## config.mk

```make
export PLATFORM = sky130hd
export DESIGN_NAME = xl_xbit_alarm_regs
export DESIGN_NICKNAME = d
export VERILOG_FILES = /design/src/rtl/xl_pkg.sv /design/src/rtl/xl_sel_if.sv /design/src/rtl/xl_addr_dec.sv /design/src/rtl/xl_sticky.sv /design/src/rtl/xl_xbit_alarm_regs.sv
export SDC_FILE = /design/constraint.sdc
export NUM_CORES = 1
export LEC_CHECK = 0
export BUFFER_PORTS_ARGS = -buffer_cell sky130_fd_sc_hd__clkbuf_2
export CAP_MARGIN = 5
export CORE_UTILIZATION = 40
export DETAILED_ROUTE_END_ITERATION = 10
export PLACE_DENSITY = 0.77
export SYNTH_ARGS = -nofsm -noshare
export SYNTH_HDL_FRONTEND = slang
export SYNTH_HIERARCHICAL = 1
export SYNTH_SLANG_ARGS = --single-unit
```

## constraint.sdc

```tcl
create_clock -name ref_clk -period 2.55 [get_ports ref_clk]
set_clock_uncertainty 0.15 [all_clocks]
set_input_delay 0.1275 -clock ref_clk [delete_from_list [all_inputs] [get_ports ref_clk]]
set_output_delay 0.1275 -clock ref_clk [all_outputs]
set_load 0.005 [all_outputs]
```

## src/rtl/xl_pkg.sv

```systemverilog
// Package: register map, field positions and reset values of the X-bit/alarm bank
package xl_pkg;

  localparam int unsigned ADDR_W = 6;
  localparam int unsigned DATA_W = 8;
  localparam int unsigned TRIB_N = 7;

  // ----------------------------------------------------------------------
  // Register offsets
  // ----------------------------------------------------------------------
  localparam logic [5:0] RX_DS2_XBIT_STATUS_OFS            = 6'h14;
  localparam logic [5:0] TX_DS2_XBIT_CONTROL_OFS           = 6'h15;
  localparam logic [5:0] LATCHED_DS3_RX_ALARMS_OFS         = 6'h16;
  localparam logic [5:0] LATCHED_CBIT_DS2_FRAME_STATUS_OFS = 6'h17;
  localparam logic [5:0] FACTORY_TEST_OFS                  = 6'h18;

  // ----------------------------------------------------------------------
  // Field positions, latched receive alarm register
  // ----------------------------------------------------------------------
  localparam int unsigned LINE_LOS_BIT    = 7;
  localparam int unsigned LINE_OOF_BIT    = 6;
  localparam int unsigned LINE_AIS_BIT    = 5;
  localparam int unsigned LINE_IDLE_BIT   = 4;
  localparam int unsigned RX_CKF_BIT      = 3;
  localparam int unsigned TX_CKF_BIT      = 2;
  localparam int unsigned XBIT_TWO_BIT    = 1;
  localparam int unsigned XBIT_ONE_BIT    = 0;

  // Latched C-bit / DS2 frame status register
  localparam int unsigned CBIT_ERROR_BIT  = 7;

  // ----------------------------------------------------------------------
  // Reset values, unmapped read data and X-bit read mask
  // ----------------------------------------------------------------------
  localparam logic [6:0] TX_XBIT_RESET    = 7'h7F;
  localparam logic [7:0] STICKY_RESET     = 8'h00;
  localparam logic [7:0] RD_DATA_RESET    = 8'h00;
  localparam logic [7:0] UNMAPPED_DATA    = 8'h00;
  localparam logic [7:0] XBIT_POS_MASK    = 8'h03;

endpackage

```

## src/rtl/xl_sel_if.sv

```systemverilog
// Interface: decoded register selects and strobes from decoder to the bank
`timescale 1ns/1ps
`default_nettype none

interface xl_sel_if;
  logic sel_rx_xbit;
  logic sel_tx_xbit;
  logic sel_alarm;
  logic sel_cbit;
  logic sel_test;
  logic rd;
  logic wr;

  modport dec (
    output sel_rx_xbit,
    output sel_tx_xbit,
    output sel_alarm,
    output sel_cbit,
    output sel_test,
    output rd,
    output wr
  );

  modport bank (
    input  sel_rx_xbit,
    input  sel_tx_xbit,
    input  sel_alarm,
    input  sel_cbit,
    input  sel_test,
    input  rd,
    input  wr
  );
endinterface

`default_nettype wire

```

## src/rtl/xl_addr_dec.sv

```systemverilog
// Module: address decoder of the register bank
`timescale 1ns/1ps
`default_nettype none

module xl_addr_dec (
  input  wire logic [5:0] bus_addr,
  input  wire logic       bus_rd_en,
  input  wire logic       bus_wr_en,
  xl_sel_if.dec           sel
);

  always_comb begin
    sel.sel_rx_xbit = (bus_addr == xl_pkg::RX_DS2_XBIT_STATUS_OFS);
    sel.sel_tx_xbit = (bus_addr == xl_pkg::TX_DS2_XBIT_CONTROL_OFS);
    sel.sel_alarm   = (bus_addr == xl_pkg::LATCHED_DS3_RX_ALARMS_OFS);
    sel.sel_cbit    = (bus_addr == xl_pkg::LATCHED_CBIT_DS2_FRAME_STATUS_OFS);
    sel.sel_test    = (bus_addr == xl_pkg::FACTORY_TEST_OFS);
    // Write wins nothing: a cycle with both strobes is treated as a read
    sel.rd          = bus_rd_en;
    sel.wr          = bus_wr_en & ~bus_rd_en;
  end

endmodule

`default_nettype wire

```

## src/rtl/xl_sticky.sv

```systemverilog
// Module: eight sticky event bits, set by hardware, cleared by a read
`timescale 1ns/1ps
`default_nettype none

module xl_sticky (
  input  wire logic       ref_clk,
  input  wire logic       arst_n,
  input  wire logic [7:0] set_vec,
  input  wire logic       clr,
  output logic      [7:0] q
);

  logic [7:0] q_reg;
  logic [7:0] q_next;

  // Set beats clear so an event in the clearing cycle stays latched
  always_comb begin
    q_next = set_vec | (q_reg & ~{8{clr}});
  end

  always_ff @(posedge ref_clk or negedge arst_n) begin
    if (!arst_n) begin
      q_reg <= xl_pkg::STICKY_RESET;
    end else begin
      q_reg <= q_next;
    end
  end

  assign q = q_reg;

endmodule

`default_nettype wire

```

## src/rtl/xl_xbit_alarm_regs.sv

```systemverilog
// Module: DS2 X-bit control/status and latched alarm register bank (top)
`timescale 1ns/1ps
`default_nettype none

module xl_xbit_alarm_regs (
  input  wire logic       ref_clk,
  input  wire logic       arst_n,
  input  wire logic [5:0] bus_addr,
  input  wire logic [7:0] bus_wr_data,
  input  wire logic       bus_rd_en,
  input  wire logic       bus_wr_en,
  output logic      [7:0] bus_rd_data,
  input  wire logic [6:0] rx_tributary_xbit,
  output logic      [6:0] tx_tributary_xbit,
  input  wire logic       line_los,
  input  wire logic       line_oof,
  input  wire logic       line_ais,
  input  wire logic       line_idle,
  input  wire logic       rx_clock_fail,
  input  wire logic       tx_clock_fail,
  input  wire logic [1:0] line_xbit,
  input  wire logic       c1_valid,
  input  wire logic       c1_bit,
  input  wire logic [6:0] tributary_oof
);

  // ----------------------------------------------------------------------
  // Decode
  // ----------------------------------------------------------------------
  xl_sel_if sel ();

  xl_addr_dec u_dec (
    .bus_addr  (bus_addr),
    .bus_rd_en (bus_rd_en),
    .bus_wr_en (bus_wr_en),
    .sel       (sel)
  );

  // ----------------------------------------------------------------------
  // Transmit X-bit control
  // ----------------------------------------------------------------------
  logic [6:0] tx_xbit_reg;

  // Bit 7 is not stored, so a stray 1 from software cannot matter
  always_ff @(posedge ref_clk or negedge arst_n) begin
    if (!arst_n) begin
      tx_xbit_reg <= xl_pkg::TX_XBIT_RESET;
    end else if (sel.wr && sel.sel_tx_xbit) begin
      tx_xbit_reg <= bus_wr_data[6:0];
    end
  end

  assign tx_tributary_xbit = tx_xbit_reg;

  // ----------------------------------------------------------------------
  // Latched receive alarms
  // ----------------------------------------------------------------------
  logic [7:0] alarm_set;
  logic [7:0] alarm_q;

  always_comb begin
    alarm_set                          = 8'h00;
    alarm_set[xl_pkg::LINE_LOS_BIT]    = line_los;
    alarm_set[xl_pkg::LINE_OOF_BIT]    = line_oof;
    alarm_set[xl_pkg::LINE_AIS_BIT]    = line_ais;
    alarm_set[xl_pkg::LINE_IDLE_BIT]   = line_idle;
    alarm_set[xl_pkg::RX_CKF_BIT]      = rx_clock_fail;
    alarm_set[xl_pkg::TX_CKF_BIT]      = tx_clock_fail;
    // A received X-bit of 0 is the event; stored positive, read inverted
    alarm_set[xl_pkg::XBIT_TWO_BIT]    = ~line_xbit[1];
    alarm_set[xl_pkg::XBIT_ONE_BIT]    = ~line_xbit[0];
  end

  xl_sticky u_alarm (
    .ref_clk (ref_clk),
    .arst_n  (arst_n),
    .set_vec (alarm_set),
    .clr     (sel.rd && sel.sel_alarm),
    .q       (alarm_q)
  );

  // ----------------------------------------------------------------------
  // Latched C-bit error and tributary frame loss
  // ----------------------------------------------------------------------
  logic [7:0] cbit_set;
  logic [7:0] cbit_q;

  always_comb begin
    cbit_set                         = {1'b0, tributary_oof};
    cbit_set[xl_pkg::CBIT_ERROR_BIT] = c1_valid & ~c1_bit;
  end

  xl_sticky u_cbit (
    .ref_clk (ref_clk),
    .arst_n  (arst_n),
    .set_vec (cbit_set),
    .clr     (sel.rd && sel.sel_cbit),
    .q       (cbit_q)
  );

  // ----------------------------------------------------------------------
  // Read data
  // ----------------------------------------------------------------------
  logic [7:0] rd_mux;

  // Value sampled at the same edge the clear is applied, so nothing is lost
  always_comb begin
    rd_mux = xl_pkg::UNMAPPED_DATA;
    if (sel.sel_rx_xbit) begin
      rd_mux = {1'b0, rx_tributary_xbit};
    end else if (sel.sel_tx_xbit) begin
      rd_mux = {1'b0, tx_xbit_reg};
    end else if (sel.sel_alarm) begin
      rd_mux = alarm_q ^ xl_pkg::XBIT_POS_MASK;
    end else if (sel.sel_cbit) begin
      rd_mux = cbit_q;
    end
  end

  always_ff @(posedge ref_clk or negedge arst_n) begin
    if (!arst_n) begin
      bus_rd_data <= xl_pkg::RD_DATA_RESET;
    end else if (sel.rd) begin
      bus_rd_data <= rd_mux;
    end
  end

endmodule

`default_nettype wire

```

==> results of run 1 <==
-- power breakdown --
group | leakage (nW) | switching (mW) | internal (mW)
logic | 0.511 | 0.0551 | 0.0809
registers | 0.314 | 0.0138 | 0.520
clock network | 0.0482 | 0.171 | 0.217
total | 0.873 | 0.240 | 0.818
-- stage by stage --
step | worst slack, ps | instance area (um^2) | hold WS (ps) | power, mW
final | 975.7 | 2121 | 18.86 | 1.058
after global routing | 891.1 | 2121 | 28.83 | 1.108
after detailed placement | 697.5 | 1789 | 71.89 | 0.6504
after global placement | 744.7 | 1789 | 56.58 | 0.6455
after CTS | 1000 | 2121 | 23.15 | 1.068
after floorplan | 1115 | 1488 | -318.1 | 0.5832
-- area by class of cell --
cell class              count  area (um^2)  area share
flip-flops and latches     31        784.5      0.3699
inverters                   6        22.52     0.01062
clock buffers               7        86.33     0.04071
multi-input cells          82        634.4      0.2991
repair buffers             81        530.5      0.2501
well taps                  46        57.56     0.02714
clock inverters             1        5.005    0.002360
-- worst max-delay path, stage by stage --
cell,delay [ps]
sky130_fd_sc_hd__clkbuf_2,80
sky130_fd_sc_hd__nand4bb_4,240
sky130_fd_sc_hd__nor3b_2,580
sky130_fd_sc_hd__buf_4,270
sky130_fd_sc_hd__inv_1,70
sky130_fd_sc_hd__a32o_1,220
-- how the worst max path moves through the flow --
stage / endpoint / slack (ps) / cells after the start
2_1_floorplan: u_alarm/q[5] / 1120 / 6
3_3_place_gp: bus_rd_data[1] / 740 / 7
4_1_cts: bus_rd_data[7] / 1000 / 6
3_5_place_dp: bus_rd_data[3] / 700 / 6
5_1_grt: bus_rd_data[1] / 890 / 7
6_report: bus_rd_data[7] / 980 / 6
-- what timing repair did --
| action | in CTS | in global routing |
|---|---|---|
| buffers inserted | 0 | 0 |
| hold buffers | 24 | 0 |
| endpoints found under the hold margin | 47 | 0 |
-- routing by layer --
metal,global-route usage,vias to the layer above,wire length [um]
met5,0,-,0
met4,0.09593,0,44
met3,0.07847,6,213
met2,0.3159,50,1762
met1,0.2115,595,1424
li1,-,603,-
==> flow_summary.rst, run 1 <==
.. list-table::
   :header-rows: 1

   * - Metric
     - Value
   * - Status
     - complete, no violations
   * - Total global routing track utilization
     - 0.1919
   * - Nets@finish
     - 249
   * - Total routed wirelength
     - 3445 um
   * - Commonest non-fill, non-tap cell in the layout
     - sky130_fd_sc_hd__clkbuf_2
   * - Cells after synthesis
     - 126
   * - Hold depth
     - 3
   * - Global-route wire length before repair
     - 5609 um
   * - Starting density of the core
     - 0.4322
   * - Clock tree root buffer cell
     - sky130_fd_sc_hd__clkbuf_8
   * - Final count of hold timing violations
     - 0
   * - Final setup violation count
     - 0
   * - Clock transition at the registers of the reported paths
     - 60 ps
   * - Reg-to-reg critical path endpoint
     - bus_rd_data[7]
   * - Worst-skew pair later-pin latency
     - 280 ps
   * - Register-to-register path setup slack
     - 1460 ps
   * - Wirelength per Cell
     - 13.56 um
   * - Kind of start point of the critical path
     - input pin
   * - CP endpoint kind
     - register
   * - Power per Cell Area
     - 498.9 nW/um^2
   * - RSZ-0062 raised after global routing
     - no
   * - Standby leakage power
     - 0.8730 nW
   * - Share of final-layout standard cells stronger than drive strength 1
     - 0.4423
   * - Remaining routing DRC violations
     - 0
   * - Share of the core filled with cells in the final layout
     - 0.6161
   * - Number of max-slew violations in the final report
     - 0
   * - Worst Hold Path EP
     - u_cbit/q[7]
   * - Arr. time, crit path
     - 1590 ps
   * - HP Class
     - in -> reg
   * - Die Area
     - 3967 um^2
   * - Number of I/O pins
     - 57
   * - Total half-perimeter wirelength after legalization and detailed placement
     - 2519 um
   * - Sum of overflow across all layers after global routing
     - 0
   * - Floorplan Core Area
     - 3442 um^2
   * - Cell count after placement
     - 222
   * - Die width
     - 62.99 um
   * - Critical path peak fanout
     - 9
   * - Initial antenna violation count
     - 0
   * - Site Rows
     - 21
   * - Critical R2R Launch
     - u_alarm/q[7]
   * - Vias post-DR
     - 1254
   * - Length of the first detailed-routing pass in iterations
     - 4
   * - Fraction of the cycle the final worst path needs
     - 0.6174
   * - Via count of the first global-routing pass
     - 1253
   * - Max-cap violations
     - 0
   * - Total number of clock tree sinks
     - 31
   * - Remaining antenna violation count after routing
     - 0
   * - Category of the critical setup timing path
     - in -> reg
   * - Worst Path Required
     - 2570 ps
   * - Fmax
     - 635.2 MHz
   * - Bufs on Longest Clock Path
     - 2
   * - Height of the chip
     - 62.99 um
   * - R2R cell count
     - 3
   * - H-tree level count
     - 2
   * - Synth-to-Final Area Change
     - 42.56%
   * - Filler cell count in the final layout
     - 275
   * - Cell area after synthesis
     - 1488 um^2
   * - Highest ir drop seen on vdd
     - 0.1963 mV
   * - Normalized max-slew margin
     - 0.5152
   * - Quantity of I/O buffers inserted on ports
     - 55
   * - Slew at the pin closest to its max-slew limit
     - 727.1 ps
   * - Final period demand of the worst path
     - 1574 ps
   * - Violation count after the first detailed-routing iteration
     - 34
   * - Hold wc startpoint
     - c1_valid
   * - Top library cells by usage in the layout, fill and taps aside
     - sky130_fd_sc_hd__clkbuf_2, sky130_fd_sc_hd__dfrtp_1, sky130_fd_sc_hd__dlygate4sd3_1, sky130_fd_sc_hd__a21o_1, sky130_fd_sc_hd__nand2_1
   * - Post-Syn Nets
     - 168
   * - Mean number of vias per cell
     - 4.937
   * - GP Congestion
     - 0.8019
   * - Setup TNS
     - 0 ps
   * - Ys Warns
     - 6
   * - Num CTS Buffers
     - 5
   * - TritonCTS clock tree
     - done
   * - Maximum number of pins on one net before global-route repair
     - 32
   * - Finished Layout Cells
     - 254
   * - N_diodes
     - 0
   * - Per-instance average area after synthesis
     - 11.81 um^2
   * - Number of instances resized during post-cts repair
     - 0
   * - Start point of the critical path
     - bus_addr[3]
Power figures use the tool's default switching activity.
==> run 2, diff against run 1 <==
--- a/config.mk
+++ b/config.mk
@@ -9,7 +9,7 @@
 export CAP_MARGIN = 5
 export CORE_UTILIZATION = 40
 export DETAILED_ROUTE_END_ITERATION = 10
-export PLACE_DENSITY = 0.77
+export PLACE_DENSITY = 0.8
 export SYNTH_ARGS = -nofsm -noshare
 export SYNTH_HDL_FRONTEND = slang
 export SYNTH_HIERARCHICAL = 1
==> constraint.sdc (replaced) <==
create_clock -name ref_clk -period 1.4 [get_ports ref_clk]
set_clock_uncertainty 0.15 [all_clocks]
set_input_delay 0.07 -clock ref_clk [delete_from_list [all_inputs] [get_ports ref_clk]]
set_output_delay 0.07 -clock ref_clk [all_outputs]
set_load 0.005 [all_outputs]
==> run 2 against run 1 <==
Net effect:
- via count rose by 3.0%
- register-to-register slack got worse by 1100 ps
- combinational power rose by 96%
- flip-flop and latch count did not move
- critical endpoint is now bus_rd_data[3]
- largest power group unchanged
==> flow_summary.rst, run 2 (synthesis results as in run 1) <==
.. list-table::
   :header-rows: 1

   * - Metric
     - Value
   * - Final period demand of the worst path
     - 1216 ps
   * - Share of final-layout standard cells stronger than drive strength 1
     - 0.4558 (was 0.4423)
   * - Worst-skew pair later-pin latency
     - 280 ps (about the same)
   * - Number of max-slew violations in the final report
     - 0 (unchanged)
   * - Summed area of non-filler cells in the final layout
     - 2210 um^2 (was 2121 um^2)
   * - Cell count after placement
     - 228 (was 222)
   * - Total half-perimeter wirelength after legalization and detailed placement
     - 2571 um (was 2519 um)
   * - Remaining routing DRC violations
     - 0 (unchanged)
   * - Fraction of the cycle the final worst path needs
     - 0.8687
   * - Top library cells by usage in the layout, fill and taps aside
     - sky130_fd_sc_hd__clkbuf_2, sky130_fd_sc_hd__dlygate4sd3_1, sky130_fd_sc_hd__dfrtp_1, sky130_fd_sc_hd__a21o_1, sky130_fd_sc_hd__nand2_1 (was sky130_fd_sc_hd__clkbuf_2, sky130_fd_sc_hd__dfrtp_1, sky130_fd_sc_hd__dlygate4sd3_1, sky130_fd_sc_hd__a21o_1, sky130_fd_sc_hd__nand2_1)
   * - Placed standard-cell area
     - 1859 um^2 (was 1789 um^2)
   * - GP Congestion
     - 0.8670 (was 0.8019)
   * - Standby leakage power
     - 0.9185 nW (was 0.8730 nW)
   * - Starting density of the core
     - 0.4322 (unchanged)
   * - Mean number of vias per cell
     - 4.946 (was 4.937)
   * - Total area of multi-input combinational cells
     - 634.4 um^2 (unchanged)
   * - Finished Layout Cells
     - 261 (was 254)
   * - CP cell instances
     - clkbuf_2 -> nand4bb_4 -> nor3b_2 -> buf_4 -> buf_12 -> nor3b_4 -> nand2_1 -> a41oi_2 (was clkbuf_2 -> nand4bb_4 -> nor3b_2 -> buf_4 -> inv_1 -> a32o_1)
   * - Area of all sequential standard cells
     - 784.5 um^2 (unchanged)
   * - Highest ir drop seen on vdd
     - 0.4860 mV (was 0.1963 mV)
   * - Normalized max-slew margin
     - 0.7075 (was 0.5152)
   * - Fmax
     - 822.3 MHz
   * - Final count of hold timing violations
     - 0 (unchanged)
   * - Sum of overflow across all layers after global routing
     - 0 (unchanged)
   * - Site Rows
     - 21 (unchanged)
   * - Power per Cell Area
     - 904.5 nW/um^2 (was 498.9 nW/um^2)
   * - Num CTS Buffers
     - 5 (unchanged)
   * - Kind of start point of the critical path
     - input pin (unchanged)
   * - H-tree level count
     - 2 (unchanged)
   * - Initial antenna violation count
     - 0 (unchanged)
   * - Quantity of I/O buffers inserted on ports
     - 55 (unchanged)
   * - Wirelength per Cell
     - 13.82 um (was 13.56 um)
   * - Total global routing track utilization
     - 0.2116 (was 0.1919)
   * - Height of the chip
     - 62.99 um (unchanged)
   * - Clock tree root buffer cell
     - sky130_fd_sc_hd__clkbuf_8 (unchanged)
   * - TritonCTS clock tree
     - done (unchanged)
   * - Register-to-register path setup slack
     - 330 ps (was 1460 ps)
   * - Total routed wirelength
     - 3607 um (was 3445 um)
   * - Max-cap violations
     - 0 (unchanged)
   * - Bufs on Longest Clock Path
     - 2 (unchanged)
   * - Start point of the critical path
     - bus_addr[3] (unchanged)
   * - Vias post-DR
     - 1291 (was 1254)
   * - Final setup violation count
     - 0 (unchanged)
   * - Die Area
     - 3967 um^2 (unchanged)
   * - HP Class
     - in -> reg (unchanged)
   * - Max incr delay on CP
     - 320 ps (was 580 ps)
   * - N_diodes
     - 0 (unchanged)
   * - RSZ-0062 raised after global routing
     - no (unchanged)
   * - Clock transition at the registers of the reported paths
     - 60 ps (about the same)
   * - Slew at the pin closest to its max-slew limit
     - 438.7 ps (was 727.1 ps)
   * - Arr. time, crit path
     - 1270 ps (was 1590 ps)
   * - Floorplan Core Area
     - 3442 um^2 (unchanged)
   * - Status
     - complete, no violations (unchanged)
   * - Nets@finish
     - 256 (was 249)
   * - Filler cell count in the final layout
     - 276 (was 275)
   * - Critical path peak fanout
     - 15 (was 9)
   * - Maximum number of pins on one net before global-route repair
     - 17 (was 32)
   * - CP endpoint kind
     - register (unchanged)
   * - Total number of clock tree sinks
     - 31 (unchanged)
   * - Worst Path Required
     - 1450 ps (was 2570 ps)
   * - Length of the first detailed-routing pass in iterations
     - 5 (was 4)
   * - Hold wc startpoint
     - rx_tributary_xbit[1] (was c1_valid)
   * - Critical R2R Launch
     - u_alarm/q[1] (was u_alarm/q[7])
   * - Slowest cell on the critical path
     - sky130_fd_sc_hd__nor3b_4 (was sky130_fd_sc_hd__nor3b_2)
   * - Global-route wire length before repair
     - 6306 um (was 5609 um)
   * - Category of the critical setup timing path
     - in -> reg (unchanged)
   * - Remaining antenna violation count after routing
     - 0 (unchanged)
   * - # Post-CTS Setup Buffers
     - 0 (unchanged)
   * - Commonest non-fill, non-tap cell in the layout
     - sky130_fd_sc_hd__clkbuf_2 (unchanged)
   * - Number of I/O pins
     - 57 (unchanged)
   * - Synth-to-Final Area Change
     - 48.53% (was 42.56%)
   * - Violation count after the first detailed-routing iteration
     - 100 (was 34)
   * - Via count of the first global-routing pass
     - 1368 (was 1253)
   * - Die width
     - 62.99 um (unchanged)
## run 2: critical path: cells and delay by family
kind	cells	cell delay, ps
buf+inv	3	360
simple gates	4	670
compound gates	1	170
## run 2: repair_timing
item,4_1_cts,5_1_grt
gates resized for setup,0,0
setup endpoints to repair,0,0
hold endpoints to repair,47,0
hold buffers,25,0
## run 2: cell type report
class	instances	share of cell area
inverter	6	0.01019
sequential	31	0.3550
tap	46	0.02605
timing repair buffer	88	0.2763
multi-input combinational	82	0.2871
clock buffer	8	0.04530
## run 2: report_power, final
part	internal, mW	leakage (nW)	total (mW)	switching [mW]
Sequential	0.947	0.314	0.972	0.0255
Clock	0.448	0.0515	0.760	0.312
Combinational	0.160	0.553	0.267	0.107
Total	1.55	0.919	2.00	0.444
## run 2: worst paths after layout
| check | to | cells past startpoint |
|---|---|---|
| min in group asynchronous | u_alarm/q[7] | 2 |
| max | bus_rd_data[3] | 8 |
| max in group asynchronous | tx_tributary_xbit[0] | 3 |
| min | bus_rd_data[1] | 4 |
| max reg2reg | bus_rd_data[1] | 3 |
| min reg2reg | u_alarm/q[4] | 1 |
## run 2: per-stage QoR
step,TNS [ps],util,hold slack (ps),total power [mW],worst slack (ps)
floorplan,0,-,-375.6,1.062,22.55
global placement,-390.6,0.5402,-131.1,1.196,-64.13
detailed placement,-660.1,0.5402,-123.1,1.199,-106.1
CTS,0,0.6419,11.67,2.015,188.1
global route,0,0.6419,39.08,2.087,81.91
finish,0,0.6419,22.28,1.999,183.9
## run 2: layer usage
metal,global-route usage,part of all wire
met3,0.06569,0.063
met1,0.2532,0.45
met2,0.3481,0.46
met5,0,0
met4,0.09012,0.025
==> run 3, diff against run 2 <==
--- a/config.mk
+++ b/config.mk
@@ -9,8 +9,7 @@
 export CAP_MARGIN = 5
 export CORE_UTILIZATION = 40
 export DETAILED_ROUTE_END_ITERATION = 10
-export PLACE_DENSITY = 0.8
+export PLACE_DENSITY = 0.81
 export SYNTH_ARGS = -nofsm -noshare
 export SYNTH_HDL_FRONTEND = slang
-export SYNTH_HIERARCHICAL = 1
 export SYNTH_SLANG_ARGS = --single-unit
==> run 3 against run 2 <==
Net effect:
- worst setup slack worse by 120 ps
- sequential share of layout area increased by 1.4 points
- core utilization fell by 1.6 points
- cell count fell by 6.5%
- clock-buffer cell count stayed put
- critical path type is now reg -> reg
- largest power group unchanged
==> flow_summary.rst, run 3 <==
.. list-table::
   :header-rows: 1

   * - Metric
     - Value
   * - Top library cells by usage in the layout, fill and taps aside
     - sky130_fd_sc_hd__clkbuf_2, sky130_fd_sc_hd__dlygate4sd3_1, sky130_fd_sc_hd__dfrtp_1, sky130_fd_sc_hd__a21o_1 (was sky130_fd_sc_hd__clkbuf_2, sky130_fd_sc_hd__dlygate4sd3_1, sky130_fd_sc_hd__dfrtp_1, sky130_fd_sc_hd__a21o_1, sky130_fd_sc_hd__nand2_1)
   * - FFs w/ async S/R, synth
     - 1.000
   * - Commonest non-fill, non-tap cell in the layout
     - sky130_fd_sc_hd__clkbuf_2 (unchanged)
   * - Remaining antenna violation count after routing
     - 0 (unchanged)
   * - HP Class
     - in -> reg (unchanged)
   * - Max-cap violations
     - 0 (unchanged)
   * - Global-route wire length before repair
     - 5126 um (was 6306 um)
   * - Netlist cell types
     - 32
   * - Sum of overflow across all layers after global routing
     - 0 (unchanged)
   * - Sequential cell area fraction in the yosys report
     - 0.5486
   * - Die Area
     - 3819 um^2 (was 3967 um^2)
   * - Share of final-layout standard cells stronger than drive strength 1
     - 0.4848 (was 0.4558)
   * - Reg-to-reg critical path endpoint
     - bus_rd_data[2] (was bus_rd_data[1])
   * - Slew at the pin closest to its max-slew limit
     - 475.6 ps (was 438.7 ps)
   * - Initial antenna violation count
     - 0 (unchanged)
   * - Per-instance average area after synthesis
     - 13.49 um^2 (was 11.81 um^2)
   * - Predominant post-synthesis flop cell
     - sky130_fd_sc_hd__dfrtp_1
   * - Maximum number of pins on one net before global-route repair
     - 21 (was 17)
   * - Last element of the critical path
     - bus_rd_data[2] (was bus_rd_data[3])
   * - Bufs on Longest Clock Path
     - 2 (unchanged)
   * - Arr. time, crit path
     - 1390 ps (was 1270 ps)
   * - Remaining routing DRC violations
     - 0 (unchanged)
   * - Total global routing track utilization
     - 0.1958 (was 0.2116)
   * - Num CTS Buffers
     - 5 (unchanged)
   * - Normalized max-slew margin
     - 0.6829 (was 0.7075)
   * - Post-Syn Nets
     - 148 (was 168)
   * - Number of I/O pins
     - 57 (unchanged)
   * - Final count of hold timing violations
     - 0 (unchanged)
   * - Number of max-slew violations in the final report
     - 0 (unchanged)
   * - Category of the critical setup timing path
     - reg -> reg (was in -> reg)
   * - TritonCTS clock tree
     - done (unchanged)
   * - Finished Layout Cells
     - 244 (was 261)
   * - Vias post-DR
     - 1220 (was 1291)
   * - Status
     - complete, no violations (unchanged)
   * - Setup TNS
     - 0 ps (unchanged)
   * - Fraction of the cycle the final worst path needs
     - 0.9536 (was 0.8687)
   * - CP endpoint kind
     - register (unchanged)
   * - Wirelength per Cell
     - 14.46 um (was 13.82 um)
   * - Nets@finish
     - 239 (was 256)
   * - Fmax
     - 749.1 MHz (was 822.3 MHz)
   * - H-tree level count
     - 2 (unchanged)
   * - Total half-perimeter wirelength after legalization and detailed placement
     - 2497 um (was 2571 um)
   * - Kind of cell adding the most delay to the critical path
     - compound AO/OA/AOI/OAI gates (was simple AND/OR/NAND/NOR gates)
   * - Standby leakage power
     - 0.9788 nW (was 0.9185 nW)
   * - Worst-skew pair later-pin latency
     - 320 ps (was 280 ps)
   * - Height of the chip
     - 61.80 um (was 62.99 um)
   * - Number of enable-type register cells in the synthesized netlist
     - 0
   * - Highest ir drop seen on vdd
     - 0.3974 mV (was 0.4860 mV)
   * - Register-to-register path setup slack
     - 70 ps (was 330 ps)
   * - Yosys top cell area share
     - 0.4199
   * - Critical path peak fanout
     - 2 (was 15)
   * - Clock transition at the registers of the reported paths
     - 90 ps (was 60 ps)
   * - R2R cell count
     - 3 (unchanged)
   * - Cells after synthesis
     - 106 (was 126)
   * - Total routed wirelength
     - 3528 um (was 3607 um)
   * - Number of cells on the critical path
     - 3 (was 8)
   * - Library cell with the highest instance count after synthesis
     - sky130_fd_sc_hd__dfrtp_1
   * - RSZ-0062 raised after global routing
     - no (unchanged)
   * - Cell area after synthesis
     - 1430 um^2 (was 1488 um^2)
   * - Floorplan Core Area
     - 3390 um^2 (was 3442 um^2)
   * - Combined buffer and inverter count along the critical path
     - 0 (was 3)
   * - Start point of the critical path
     - u_cbit.q[2] (was bus_addr[3])
   * - Total number of clock tree sinks
     - 31 (unchanged)
   * - Die width
     - 61.80 um (was 62.99 um)
   * - Max incr delay on CP
     - 390 ps (was 320 ps)
   * - Violation count after the first detailed-routing iteration
     - 34 (was 100)
   * - Kind of start point of the critical path
     - register (was input pin)
   * - Synth-to-Final Area Change
     - 48.47% (was 48.53%)
   * - Power per Cell Area
     - 848.2 nW/um^2 (was 904.5 nW/um^2)
   * - Number of synthesized register bits
     - 31
   * - Ys Warns
     - 0 (was 6)
   * - Length of the first detailed-routing pass in iterations
     - 4 (was 5)
   * - Mean number of vias per cell
     - 5.000 (was 4.946)
   * - Site Rows
     - 21 (unchanged)
   * - N_diodes
     - 0 (unchanged)
   * - Slowest cell on the critical path
     - sky130_fd_sc_hd__dfrtp_1 (was sky130_fd_sc_hd__nor3b_4)
   * - CP cell instances
     - mux2_2 -> a22oi_1 -> o221ai_1 (was clkbuf_2 -> nand4bb_4 -> nor3b_2 -> buf_4 -> buf_12 -> nor3b_4 -> nand2_1 -> a41oi_2)
   * - Top cell types by occurrence after synthesis
     - sky130_fd_sc_hd__dfrtp_1, sky130_fd_sc_hd__a21o_1, sky130_fd_sc_hd__inv_1, sky130_fd_sc_hd__mux2_2, sky130_fd_sc_hd__dfstp_2
   * - Final setup violation count
     - 0 (unchanged)
   * - Cell count after placement
     - 208 (was 228)
   * - Quantity of I/O buffers inserted on ports
     - 55 (unchanged)
   * - Most area-hungry cell type in the Yosys netlist
     - sky130_fd_sc_hd__dfrtp_1
   * - Critical R2R Launch
     - u_cbit.q[2] (was u_alarm/q[1])
   * - Clock tree root buffer cell
     - sky130_fd_sc_hd__clkbuf_4 (was sky130_fd_sc_hd__clkbuf_8)
   * - Via count of the first global-routing pass
     - 1160 (was 1368)
   * - Final period demand of the worst path
     - 1335 ps (was 1216 ps)
   * - Starting density of the core
     - 0.4219 (was 0.4322)
   * - GP Congestion
     - 0.8368 (was 0.8670)
   * - Synth area leaders
     - sky130_fd_sc_hd__dfrtp_1, sky130_fd_sc_hd__dfstp_2, sky130_fd_sc_hd__mux2_2
   * - Worst Path Required
     - 1450 ps (about the same)
run 3: changes by cell type in the layout (fill, tap and decap cells not counted), moves of 5 or more:
cell                       change
sky130_fd_sc_hd__clkbuf_8      -5
sky130_fd_sc_hd__a41oi_2       -5
sky130_fd_sc_hd__nand3b_1     -11
sky130_fd_sc_hd__o21ai_0       -5
sky130_fd_sc_hd__clkbuf_4      +5
sky130_fd_sc_hd__nand2_1      -14
sky130_fd_sc_hd__inv_1         +6
run 3: cells by family after synthesis:
group / synth area share
flip-flops: 0.5486
AO/OA/AOI/OAI: 0.1566
AND/OR/NAND/NOR: 0.1172
buffers and inverters: 0.05249
multiplexers: 0.1251
run 3: worst min-delay path, cell delays in order:
cell and delay, ps:
sky130_fd_sc_hd__clkbuf_2 110, sky130_fd_sc_hd__nand4b_4 150, sky130_fd_sc_hd__mux2_2 160
run 3: power by group:
group	switching, mW	internal (mW)
Combinational	0.112	0.161
Clock	0.280	0.295
Sequential	0.0193	0.934
run 3: area by class of cell:
class / instances / area, um^2
well taps: 46 / 57.56
clock buffers: 8 / 68.82
inverters: 9 / 33.78
multi-input cells: 60 / 570.5
flip-flops and latches: 31 / 784.5
fillers: 258 / 1266
repair buffers: 90 / 608.1
run 3: repair_timing:
action	CTS	global route
buffers inserted	0	0
hold endpoints to repair	56	0
setup endpoints to repair	0	0
gates resized for setup	0	0
hold buffers	28	0
run 3: routing by layer:
metal | routed length [um] | GRT usage | vias to the layer above
met2 | 1716 | 0.3487 | 61
met3 | 228 | 0.06004 | 12
met1 | 1470 | 0.2149 | 573
met4 | 113 | 0.08571 | 0
met5 | 0 | 0 | -
li1 | - | - | 574
run 3: through the flow:
step                      cell area [um^2]  hold WS [ps]    util  setup slack [ps]  power (mW)
after global routing                  2123         36.71  0.6264             24.36       1.894
after global placement                1774        -108.2  0.5234             46.17       1.170
after CTS                             2123         40.99  0.6264             68.84       1.816
final                                 2123         43.55  0.6264             65.01       1.801
after floorplan                       1430        -375.6       -             170.7       1.058
after detailed placement              1774        -106.8  0.5234             26.56       1.180
run 3: how the worst min path moves through the flow:
stage,endpoint,cells past startpoint,start
final,tx_tributary_xbit[3],3,bus_wr_en
after global routing,u_cbit.q[2],3,bus_rd_en
after global placement,bus_rd_data[0],1,arst_n
after detailed placement,bus_rd_data[0],1,arst_n
after CTS,tx_tributary_xbit[0],3,bus_wr_en
after floorplan,bus_rd_data[0],0,arst_n
